$ cat config.mk
export PLATFORM = sky130hd
export DESIGN_NAME = sbci_issue_ctrl
export DESIGN_NICKNAME = d
export VERILOG_FILES = /design/src/sbci_pkg.sv /design/src/sbci_issue_ctrl.sv /design/src/sbci_store_fmt.sv
export VERILOG_INCLUDE_DIRS = /design/src /design/src/src
export SDC_FILE = /design/constraint.sdc
export NUM_CORES = 1
export LEC_CHECK = 0
export BUFFER_PORTS_ARGS = -buffer_cell sky130_fd_sc_hd__buf_2
export CORE_MARGIN = 5
export CORE_UTILIZATION = 40
export CTS_CLUSTER_SIZE = 24
export DETAILED_ROUTE_END_ITERATION = 10
export GPL_TIMING_DRIVEN = 0
export PLACE_DENSITY = 0.72
export SKIP_LAST_GASP = 1
export SLEW_MARGIN = 20
export SYNTH_ARGS = -nofsm -noshare
export SYNTH_HDL_FRONTEND = slang
export SYNTH_HIERARCHICAL = 1
export SYNTH_SLANG_ARGS = --single-unit
$ cat constraint.sdc
create_clock -name clk_in -period 3.32 [get_ports clk_in]
set_input_delay 0.332 -clock clk_in [delete_from_list [all_inputs] [get_ports clk_in]]
set_output_delay 0.332 -clock clk_in [all_outputs]
set_load 0.03 [all_outputs]
$ cat src/sbci_regs.svh
// Constants for store, branch and call issue timing
`ifndef SBCI_REGS_SVH
`define SBCI_REGS_SVH

// Issue latencies in cycles
`define SBCI_LAT_ONE 6'h01
`define SBCI_LAT_INDEXED 6'h02
`define SBCI_LAT_DBL 6'h02
`define SBCI_LAT_DBL_INDEXED 6'h03
`define SBCI_LAT_STCOND_FAIL 6'h02
`define SBCI_LAT_STCOND_OK 6'h03
`define SBCI_LAT_COMBINE 6'h02
`define SBCI_LAT_CALL 6'h04
`define SBCI_LAT_SCALL 6'h06
`define SBCI_LAT_SSCALL 6'h05
`define SBCI_LAT_BKPT 6'h03
`define SBCI_TAKEN_PEN 6'h02

// Fixed parts of the multiple-transfer formulas
`define SBCI_MULTI_BASE1 6'h01
`define SBCI_MULTI_BASE2 6'h02
`define SBCI_MULTI_BASE3 6'h03

// Core revision thresholds
`define SBCI_REV_COND 4'h2
`define SBCI_REV_SECURE 4'h3

`endif

$ cat src/sbci_pkg.sv
// Types for store, branch and call issue timing
package sbci_pkg;

	typedef enum logic [4:0] {
		SBCI_OP_NOP = 5'h00,
		SBCI_OP_LD_SP = 5'h01,
		SBCI_OP_ST_SP = 5'h02,
		SBCI_OP_BYTE_STORE = 5'h03,
		SBCI_OP_HALF_STORE = 5'h04,
		SBCI_OP_WORD_STORE = 5'h05,
		SBCI_OP_COND_STORE = 5'h06,
		SBCI_OP_DOUBLE_STORE = 5'h07,
		SBCI_OP_STCOND = 5'h08,
		SBCI_OP_COMBINE = 5'h09,
		SBCI_OP_SWAP_STORE = 5'h0A,
		SBCI_OP_LDM = 5'h0B,
		SBCI_OP_LDMTS = 5'h0C,
		SBCI_OP_POPM = 5'h0D,
		SBCI_OP_PUSHM = 5'h0E,
		SBCI_OP_STM = 5'h0F,
		SBCI_OP_STMTS = 5'h10,
		SBCI_OP_BRANCH = 5'h11,
		SBCI_OP_RJMP = 5'h12,
		SBCI_OP_RET = 5'h13,
		SBCI_OP_CALL = 5'h14,
		SBCI_OP_SCALL = 5'h15,
		SBCI_OP_SSCALL = 5'h16,
		SBCI_OP_BKPT = 5'h17
	} sbci_op_t;

	typedef enum logic [2:0] {
		SBCI_MODE_POSTINC = 3'h0,
		SBCI_MODE_PREDEC = 3'h1,
		SBCI_MODE_DISP = 3'h2,
		SBCI_MODE_INDEXED = 3'h3,
		SBCI_MODE_PLAIN = 3'h4
	} sbci_mode_t;

	typedef enum logic [1:0] {
		SBCI_SZ_BYTE = 2'h0,
		SBCI_SZ_HALF = 2'h1,
		SBCI_SZ_WORD = 2'h2
	} sbci_size_t;

	typedef enum logic [1:0] {
		SBCI_ST_IDLE = 2'h0,
		SBCI_ST_RUN = 2'h1
	} sbci_fsm_t;

	typedef struct packed {
		sbci_fsm_t state;
		logic [5:0] cnt;
		logic multi;
		logic sys;
		logic flush_pend;
		logic dbl_pend;
		logic [31:0] wdata2;
		logic busy;
		logic done;
		logic flush;
		logic abort;
		logic illegal;
		logic r12_test;
		logic link_wr;
		logic [31:0] link_data;
		logic dbg_wr;
		logic [31:0] dbg_data;
		logic rv_wr;
		logic [31:0] rv_data;
		logic mem_wr;
		logic [31:0] mem_data;
		sbci_size_t mem_size;
		logic mem_word;
	} sbci_state_t;

endpackage

$ cat src/sbci_issue_ctrl.sv
// Issue timing and control for stores, multiple transfers, branches and calls
`timescale 1ns/10ps
`include "sbci_regs.svh"
module sbci_issue_ctrl
	import sbci_pkg::*;
(
	// Clock and reset
	input wire logic clk_in,
	input wire logic rst_b_in,
	// Issue request
	input wire logic issue_valid_in,
	input wire sbci_op_t op_in,
	input wire sbci_mode_t mode_in,
	input wire sbci_size_t size_in,
	input wire logic [4:0] reg_count_in,
	input wire logic pc_in_list_in,
	input wire logic writeback_in,
	input wire logic cond_ok_in,
	// Core state
	input wire logic [3:0] core_rev_in,
	input wire logic debug_en_in,
	input wire logic irq_pending_in,
	// Memory side
	input wire logic system_bus_sel_in,
	input wire logic system_bus_ready_in,
	// Operands
	input wire logic [31:0] src_a_in,
	input wire logic [31:0] src_b_in,
	input wire logic [31:0] ret_addr_in,
	// Issue status
	output logic busy_out,
	output logic done_out,
	output logic flush_out,
	output logic abort_out,
	output logic illegal_out,
	output logic r12_test_out,
	// Register updates
	output logic link_wr_out,
	output logic [31:0] link_data_out,
	output logic dbg_ret_wr_out,
	output logic [31:0] dbg_ret_data_out,
	output logic rv_wr_out,
	output logic [31:0] rv_data_out,
	// Memory writes
	output logic mem_wr_out,
	output logic [31:0] mem_data_out,
	output sbci_size_t mem_size_out,
	output logic mem_word_out
);

	localparam sbci_state_t SBCI_S_RST = '0;

	sbci_state_t s_reg;
	sbci_state_t s_next;
	logic [31:0] fmt_data;
	logic [5:0] lat;
	logic is_multi;
	logic is_flow;
	logic is_write;
	logic bad_rev;
	logic accept;

	////////////////////////////////////////////////////////////////////////
	// Latency of one instruction from its form and outcome

	function automatic logic [5:0] sbci_lat(input sbci_op_t op, input sbci_mode_t mode,
		input logic [4:0] n, input logic p, input logic wb, input logic sys,
		input logic cond, input logic dbg);
		logic [5:0] n1;
		logic [5:0] n2;
		logic [5:0] pp;
		logic [5:0] l;
		n1 = {1'b0, n};
		n2 = {n, 1'b0};
		pp = {5'h00, p};
		l = `SBCI_LAT_ONE;
		case (op)
			SBCI_OP_LD_SP, SBCI_OP_ST_SP: begin
				l = `SBCI_LAT_ONE;
			end
			SBCI_OP_BYTE_STORE, SBCI_OP_HALF_STORE, SBCI_OP_WORD_STORE: begin
				l = (mode == SBCI_MODE_INDEXED) ? `SBCI_LAT_INDEXED : `SBCI_LAT_ONE;
			end
			SBCI_OP_COND_STORE, SBCI_OP_SWAP_STORE: begin
				l = `SBCI_LAT_ONE;
			end
			SBCI_OP_DOUBLE_STORE: begin
				l = (mode == SBCI_MODE_INDEXED) ? `SBCI_LAT_DBL_INDEXED : `SBCI_LAT_DBL;
			end
			SBCI_OP_STCOND: begin
				l = cond ? `SBCI_LAT_STCOND_OK : `SBCI_LAT_STCOND_FAIL;
			end
			SBCI_OP_COMBINE: begin
				l = `SBCI_LAT_COMBINE;
			end
			SBCI_OP_LDM: begin
				// The p term is the return value test and flow change
				if (sys) begin
					l = wb ? (`SBCI_MULTI_BASE1 + n2) : (`SBCI_MULTI_BASE1 + n2 + pp);
				end else begin
					// Writeback form hides the PC change in its writeback cycle
					l = wb ? (`SBCI_MULTI_BASE2 + n1) : (`SBCI_MULTI_BASE1 + n1 + pp);
				end
			end
			SBCI_OP_LDMTS: begin
				if (sys) begin
					l = `SBCI_MULTI_BASE1 + n2;
				end else begin
					l = wb ? (`SBCI_MULTI_BASE2 + n1) : (`SBCI_MULTI_BASE1 + n1);
				end
			end
			SBCI_OP_POPM: begin
				l = sys ? (`SBCI_MULTI_BASE1 + n2) : (`SBCI_MULTI_BASE2 + n1);
			end
			SBCI_OP_PUSHM: begin
				l = sys ? (`SBCI_MULTI_BASE3 + n1) : (`SBCI_MULTI_BASE2 + n1);
			end
			SBCI_OP_STM, SBCI_OP_STMTS: begin
				if (wb) begin
					l = sys ? (`SBCI_MULTI_BASE3 + n1) : (`SBCI_MULTI_BASE2 + n1);
				end else begin
					l = sys ? (`SBCI_MULTI_BASE2 + n1) : (`SBCI_MULTI_BASE1 + n1);
				end
			end
			SBCI_OP_BRANCH, SBCI_OP_RET: begin
				l = cond ? (`SBCI_LAT_ONE + `SBCI_TAKEN_PEN) : `SBCI_LAT_ONE;
			end
			SBCI_OP_RJMP: begin
				l = `SBCI_LAT_ONE + `SBCI_TAKEN_PEN;
			end
			SBCI_OP_CALL: begin
				l = `SBCI_LAT_CALL;
			end
			SBCI_OP_SCALL: begin
				l = `SBCI_LAT_SCALL;
			end
			SBCI_OP_SSCALL: begin
				l = `SBCI_LAT_SSCALL;
			end
			SBCI_OP_BKPT: begin
				l = dbg ? `SBCI_LAT_BKPT : `SBCI_LAT_ONE;
			end
			default: begin
				l = `SBCI_LAT_ONE;
			end
		endcase
		return l;
	endfunction

	sbci_store_fmt u_fmt (
		.op_in(op_in),
		.size_in(size_in),
		.src_a_in(src_a_in),
		.src_b_in(src_b_in),
		.data_out(fmt_data)
	);

	////////////////////////////////////////////////////////////////////////
	// Decode of the request

	always_comb begin
		is_multi = (op_in == SBCI_OP_LDM) || (op_in == SBCI_OP_LDMTS) ||
			(op_in == SBCI_OP_POPM) || (op_in == SBCI_OP_PUSHM) ||
			(op_in == SBCI_OP_STM) || (op_in == SBCI_OP_STMTS);
		bad_rev = ((op_in == SBCI_OP_COND_STORE) && (core_rev_in < `SBCI_REV_COND)) ||
			((op_in == SBCI_OP_SSCALL) && (core_rev_in < `SBCI_REV_SECURE));
		is_write = (op_in == SBCI_OP_ST_SP) || (op_in == SBCI_OP_BYTE_STORE) ||
			(op_in == SBCI_OP_HALF_STORE) || (op_in == SBCI_OP_WORD_STORE) ||
			(op_in == SBCI_OP_DOUBLE_STORE) || (op_in == SBCI_OP_COMBINE) ||
			(op_in == SBCI_OP_SWAP_STORE) ||
			(((op_in == SBCI_OP_COND_STORE) || (op_in == SBCI_OP_STCOND)) && cond_ok_in);
		is_flow = ((op_in == SBCI_OP_BRANCH) && cond_ok_in) || (op_in == SBCI_OP_RJMP) ||
			((op_in == SBCI_OP_RET) && cond_ok_in) || (op_in == SBCI_OP_CALL) ||
			(op_in == SBCI_OP_SCALL) || (op_in == SBCI_OP_SSCALL) ||
			((op_in == SBCI_OP_BKPT) && debug_en_in) ||
			(((op_in == SBCI_OP_LDM) || (op_in == SBCI_OP_POPM)) && pc_in_list_in);
		lat = bad_rev ? `SBCI_LAT_ONE : sbci_lat(op_in, mode_in, reg_count_in, pc_in_list_in,
			writeback_in, system_bus_sel_in, cond_ok_in, debug_en_in);
		accept = issue_valid_in && (s_reg.state == SBCI_ST_IDLE) &&
			!(is_multi && irq_pending_in);
	end

	////////////////////////////////////////////////////////////////////////
	// Next state

	always_comb begin
		s_next = s_reg;
		s_next.done = 1'b0;
		s_next.flush = 1'b0;
		s_next.abort = 1'b0;
		s_next.illegal = 1'b0;
		s_next.r12_test = 1'b0;
		s_next.link_wr = 1'b0;
		s_next.dbg_wr = 1'b0;
		s_next.rv_wr = 1'b0;
		s_next.mem_wr = 1'b0;
		case (s_reg.state)
			SBCI_ST_IDLE: begin
				if (issue_valid_in && is_multi && irq_pending_in) begin
					s_next.abort = 1'b1;
				end else if (issue_valid_in && bad_rev) begin
					// Unsupported form on this revision retires at once with illegal set
					s_next.illegal = 1'b1;
					s_next.done = 1'b1;
				end else if (issue_valid_in) begin
					s_next.multi = is_multi;
					s_next.sys = system_bus_sel_in;
					s_next.mem_word = is_multi;
					s_next.flush_pend = is_flow;
					s_next.mem_wr = is_write;
					s_next.mem_data = fmt_data;
					s_next.wdata2 = src_b_in;
					s_next.dbl_pend = (op_in == SBCI_OP_DOUBLE_STORE);
					if ((op_in == SBCI_OP_BYTE_STORE) ||
						((op_in == SBCI_OP_COND_STORE) && (size_in == SBCI_SZ_BYTE))) begin
						s_next.mem_size = SBCI_SZ_BYTE;
					end else if ((op_in == SBCI_OP_HALF_STORE) ||
						((op_in != SBCI_OP_COMBINE) && (size_in == SBCI_SZ_HALF) &&
						((op_in == SBCI_OP_COND_STORE) || (op_in == SBCI_OP_SWAP_STORE)))) begin
						s_next.mem_size = SBCI_SZ_HALF;
					end else begin
						s_next.mem_size = SBCI_SZ_WORD;
					end
					s_next.link_wr = (op_in == SBCI_OP_CALL) || (op_in == SBCI_OP_SCALL) ||
						(op_in == SBCI_OP_SSCALL);
					s_next.link_data = ret_addr_in;
					s_next.dbg_wr = (op_in == SBCI_OP_BKPT) && debug_en_in;
					s_next.dbg_data = ret_addr_in;
					s_next.rv_wr = (op_in == SBCI_OP_RET);
					s_next.rv_data = src_a_in;
					s_next.r12_test = (((op_in == SBCI_OP_LDM) || (op_in == SBCI_OP_POPM)) &&
						pc_in_list_in) || (op_in == SBCI_OP_RET);
					if (lat == `SBCI_LAT_ONE) begin
						s_next.done = 1'b1;
						s_next.flush = is_flow;
						s_next.mem_word = 1'b0;
					end else begin
						s_next.state = SBCI_ST_RUN;
						s_next.busy = 1'b1;
						s_next.cnt = lat - `SBCI_LAT_ONE;
					end
				end
			end
			SBCI_ST_RUN: begin
				if (s_reg.dbl_pend) begin
					s_next.mem_wr = 1'b1;
					s_next.mem_data = s_reg.wdata2;
					s_next.mem_size = SBCI_SZ_WORD;
					s_next.dbl_pend = 1'b0;
				end
				if (s_reg.multi && irq_pending_in) begin
					// Bounded interrupt latency wins over finishing the list
					s_next.abort = 1'b1;
					s_next.state = SBCI_ST_IDLE;
					s_next.busy = 1'b0;
					s_next.mem_word = 1'b0;
					s_next.flush_pend = 1'b0;
				end else if (!(s_reg.multi && s_reg.sys && !system_bus_ready_in)) begin
					if (s_reg.cnt == `SBCI_LAT_ONE) begin
						s_next.state = SBCI_ST_IDLE;
						s_next.busy = 1'b0;
						s_next.done = 1'b1;
						s_next.flush = s_reg.flush_pend;
						s_next.mem_word = 1'b0;
					end else begin
						s_next.cnt = s_reg.cnt - `SBCI_LAT_ONE;
					end
				end
			end
			default: begin
				s_next = SBCI_S_RST;
			end
		endcase
	end

	always_ff @(posedge clk_in) begin
		if (!rst_b_in) begin
			s_reg <= SBCI_S_RST;
		end else begin
			s_reg <= s_next;
		end
	end

	assign busy_out = s_reg.busy;
	assign done_out = s_reg.done;
	assign flush_out = s_reg.flush;
	assign abort_out = s_reg.abort;
	assign illegal_out = s_reg.illegal;
	assign r12_test_out = s_reg.r12_test;
	assign link_wr_out = s_reg.link_wr;
	assign link_data_out = s_reg.link_data;
	assign dbg_ret_wr_out = s_reg.dbg_wr;
	assign dbg_ret_data_out = s_reg.dbg_data;
	assign rv_wr_out = s_reg.rv_wr;
	assign rv_data_out = s_reg.rv_data;
	assign mem_wr_out = s_reg.mem_wr;
	assign mem_data_out = s_reg.mem_data;
	assign mem_size_out = s_reg.mem_size;
	assign mem_word_out = s_reg.mem_word;
endmodule

$ cat src/sbci_store_fmt.sv
// Store data formatting: byte swap and halfword combine
`timescale 1ns/10ps
module sbci_store_fmt
	import sbci_pkg::*;
(
	// Request
	input wire sbci_op_t op_in,
	input wire sbci_size_t size_in,
	// Source values
	input wire logic [31:0] src_a_in,
	input wire logic [31:0] src_b_in,
	// Formatted data
	output logic [31:0] data_out
);

	logic [31:0] swap_w;
	genvar i;

	generate
		for (i = 0; i < 4; i = i + 1) begin : g_rev
			assign swap_w[8*i +: 8] = src_a_in[8*(3-i) +: 8];
		end
	endgenerate

	always_comb begin
		data_out = src_a_in;
		if (op_in == SBCI_OP_SWAP_STORE) begin
			// Halfword swap only reverses the low two bytes
			if (size_in == SBCI_SZ_HALF) begin
				data_out = {16'h0000, src_a_in[7:0], src_a_in[15:8]};
			end else begin
				data_out = swap_w;
			end
		end else if (op_in == SBCI_OP_COMBINE) begin
			data_out = {src_a_in[15:0], src_b_in[15:0]};
		end
	end

endmodule

==> run metrics <==
WHS=between 100 and 150 ps; Longest Clk Path Bufs=2; register area=between 3000 and 4000 um^2; top cell type's share of synthesized area=a little under a third; vias in the first global route=9468; largest net degree at the start of global routing=17; Post-synth ARST share=0%; Synth Flop Type=dfxtp_1; Sw Pwr=1.92 mW; vias=slightly above 10000; Top Ports=between 200 and 300; initial core utilization=roughly 40%; DIE AREA=27000 um^2; HP Class=in2reg; row cnt=56; CP Cell Sequence=clkbuf_4 > inv_1 > ha_2 > ha_1 > xor3_1 > a211oi_2 > a211oi_1 > or4_4 > a2111oi_4 > a21boi_2 > a21boi_0 > o21a_1; EDFF count, synth=0; share of cells above drive strength 1=30.5%; clk sinks=151; HPWL after DPL=27400 um; Sw Share=about a third; Fmax achieved=roughly 310 MHz; sequential share of the synthesized area=a little under a third; most frequent cell after synthesis=nand2_1; R2R setup slack=around 650 ps; most instantiated cells after synthesis=nand2_1 (310), dfxtp_1 (151), a21oi_1 (144); H-tree depth=4; gr ovfl total=0; Yosys reg bits=around 150; CP peak stage delay=590 ps; Slew @ Worst Pin=912 ps; max FFs per register=42; PortBufs=261; initial antenna violation count=1; CTS Buf Count=17; Yosys warning count=6; total power=approximately 5.6 mW; gr usage total=24.9%; hold depth=3; Final Cycle Share=95.9%; WP buf/inv=2; hold_sp=src_b_in[23]; Initial DRC Count=roughly 990; cells after synthesis=1278; Final setup viols=0; slowest CP cell=or4_4; area of the core=23500 um^2; DRT Wirelength=roughly 35000 um; synth-to-layout area growth=24.5%; post-synthesis average cell area=7.45 um^2; Fillers=2319; Seq pwr share=between 30% and 40%; Die Span X=164 um; Die H=~160 um; CTS tree=done; TNS Setup=0 ps; Max-cap violations=0; CP required=between 3000 and 4000 ps; Peak VDD IR=~0.3 mV; clock skew=around 16 ps; clock-pin slew on the worst setup and hold paths=approximately 70 ps; CP startpoint kind=primary input; Final Hold Fails=0; Pint=between 3 and 4 mW; crit path DAT=between 3000 and 4000 ps; combined area of the multi-input logic cells=5010 um^2; drt pass-1 iters=8; Gate power share=between 20% and 30%; Final #Nets=about 1700; Clock Latency Late Sink=around 440 ps; Cell Area, Synth=roughly 9500 um^2; Setup Crit Path Kind=in2reg; post-synth cell types=a little under 80; gpl congestion=about 0.97; WHS Endpoint=s_reg[164]; worst-path fanout max=15; number of routed nets with antenna violations=0; worst r2r src=busy_out; Vias/cell=5.47; Hold-fix buffers, CTS=0; routed length per instance=between 15 and 20 um; Crit. End Element=flop; Final Max Tran Viols=0; Synth Net Count=approximately 1400; Cell Pwr Density=roughly 470 nW/um^2; RSZ-0062 raised after global routing=true; Reg2Reg Depth=7; top cells by area, synth=dfxtp_1 (32%), nand2_1 (12%), buf_4 (10%); RR Endpoint=s_reg[146]; status=finished clean; post-route minimum period=approximately 3200 ps; relative slew slack=38.4%; clock share of power=~36%; root buf cell=clkbuf_16; first-pass GRT wire length=between 50000 and 60000 um; DRC Markers=0; largest area contributor in the synthesized netlist=dfxtp_1; critical path's top delay family=compound AO/OA/AOI/OAI gates; LEAKAGE=roughly 5.5 nW
==> worst min-delay path, cell delays in order <==
cell and delay [ps]:
buf_2 100, nand2_1 50, a21oi_1 50
==> layout make-up <==
class / count / area share (%)
diodes: 1 / 0.0211
plain buffers: 227 / 12.0
clock buffers: 19 / 3.74
clock inverters: 13 / 1.37
inverters: 19 / 0.602
multi-input cells: 877 / 42.3
flip-flops and latches: 151 / 25.5
well taps: 319 / 3.37
repair buffers: 262 / 11.1
==> power groups by stage <==
stage	registers [mW]	clock network, mW	logic [mW]
after floorplan	2.07	0	1.07
after global placement	2.08	0	1.53
after detailed placement	2.09	0	1.55
after CTS	2.05	2.03	1.55
after global routing	2.06	2.12	1.69
final	2.05	2.00	1.56
==> cells in the final DEF (no fill, tap or decap), types with 5 or more instances in the layout <==
| master | instances |
|---|---|
| or2_2 | 5 |
| xnor2_1 | 5 |
| clkbuf_16 | 17 |
| nor2b_1 | 14 |
| o22ai_1 | 5 |
| buf_4 | 133 |
| a21boi_0 | 5 |
| a32oi_1 | 19 |
| o21ai_0 | 66 |
| clkbuf_1 | 63 |
| buf_6 | 7 |
| nor3_1 | 14 |
| dfxtp_1 | 151 |
| and3_1 | 5 |
| nand2_1 | 310 |
| nand3_1 | 13 |
| a211oi_1 | 7 |
| buf_2 | 266 |
| a311oi_1 | 5 |
| o21ai_1 | 15 |
| and3b_1 | 35 |
| nor2_1 | 21 |
| inv_1 | 18 |
| a22oi_1 | 51 |
| a21oi_1 | 144 |
| buf_1 | 8 |
| o211ai_1 | 9 |
| ha_1 | 11 |
| nand2b_1 | 10 |
| a31oi_1 | 6 |
| xor2_1 | 11 |
| nand3b_1 | 7 |
| clkbuf_2 | 11 |
==> routing by layer <==
layer | vias to the layer above | routed length, um | GRT usage, %
met1 | 4807 | 14000 | 31.7
li1 | 4882 | - | -
met5 | - | 0 | 0
met3 | 100 | 3260 | 4.97
met2 | 541 | 16300 | 41.3
met4 | 0 | 1310 | 9.95
==> how the worst max path moves through the flow <==
stage	startpoint	to	slack [ps]	cells after the start
3_5_place_dp	reg_count_in[1]	s_reg[181]	-920	13
3_3_place_gp	reg_count_in[0]	s_reg[181]	-870	13
5_1_grt	op_in[1]	s_reg[181]	-20	14
6_report	reg_count_in[0]	s_reg[181]	140	12
2_1_floorplan	reg_count_in[1]	s_reg[181]	0.9	12
4_1_cts	reg_count_in[0]	s_reg[181]	5	12
==> repair_timing <==
item                                    4_1_cts  5_1_grt
setup buffers                                 0        1
resized for setup                             2       14
endpoints found under the setup margin       13       12
pin swaps                                     0        2
==> logic make-up (layout without fill, tap and decap cells) <==
family                   Yosys count  count (layout)  share of synthesized area (%)
adder cells (fa/ha/maj)           12              12                           1.58
buffers and inverters            250             540                           15.8
multiplexers                       6               6                          0.789
XOR/XNOR                          17              17                           1.72
AO/OA/AOI/OAI                    374             374                           24.7
flip-flops                       151             151                           31.8
AND/OR/NAND/NOR                  468             468                           23.6
other                              0               1                              0
==> metrics by stage <==
step / worst slack, ps / instances / area (um^2) / utilization, %
after floorplan: 0.890 / 1278 / 9520 / -
after global placement: -865 / 1858 / 11200 / 47.8
after detailed placement: -923 / 1858 / 11200 / 47.8
after CTS: 4.95 / 1888 / 11800 / 50.4
after global routing: -18.1 / 1888 / 11900 / 50.5
final: 137 / 1888 / 11900 / 50.5
(Power assumes the default switching activity.)
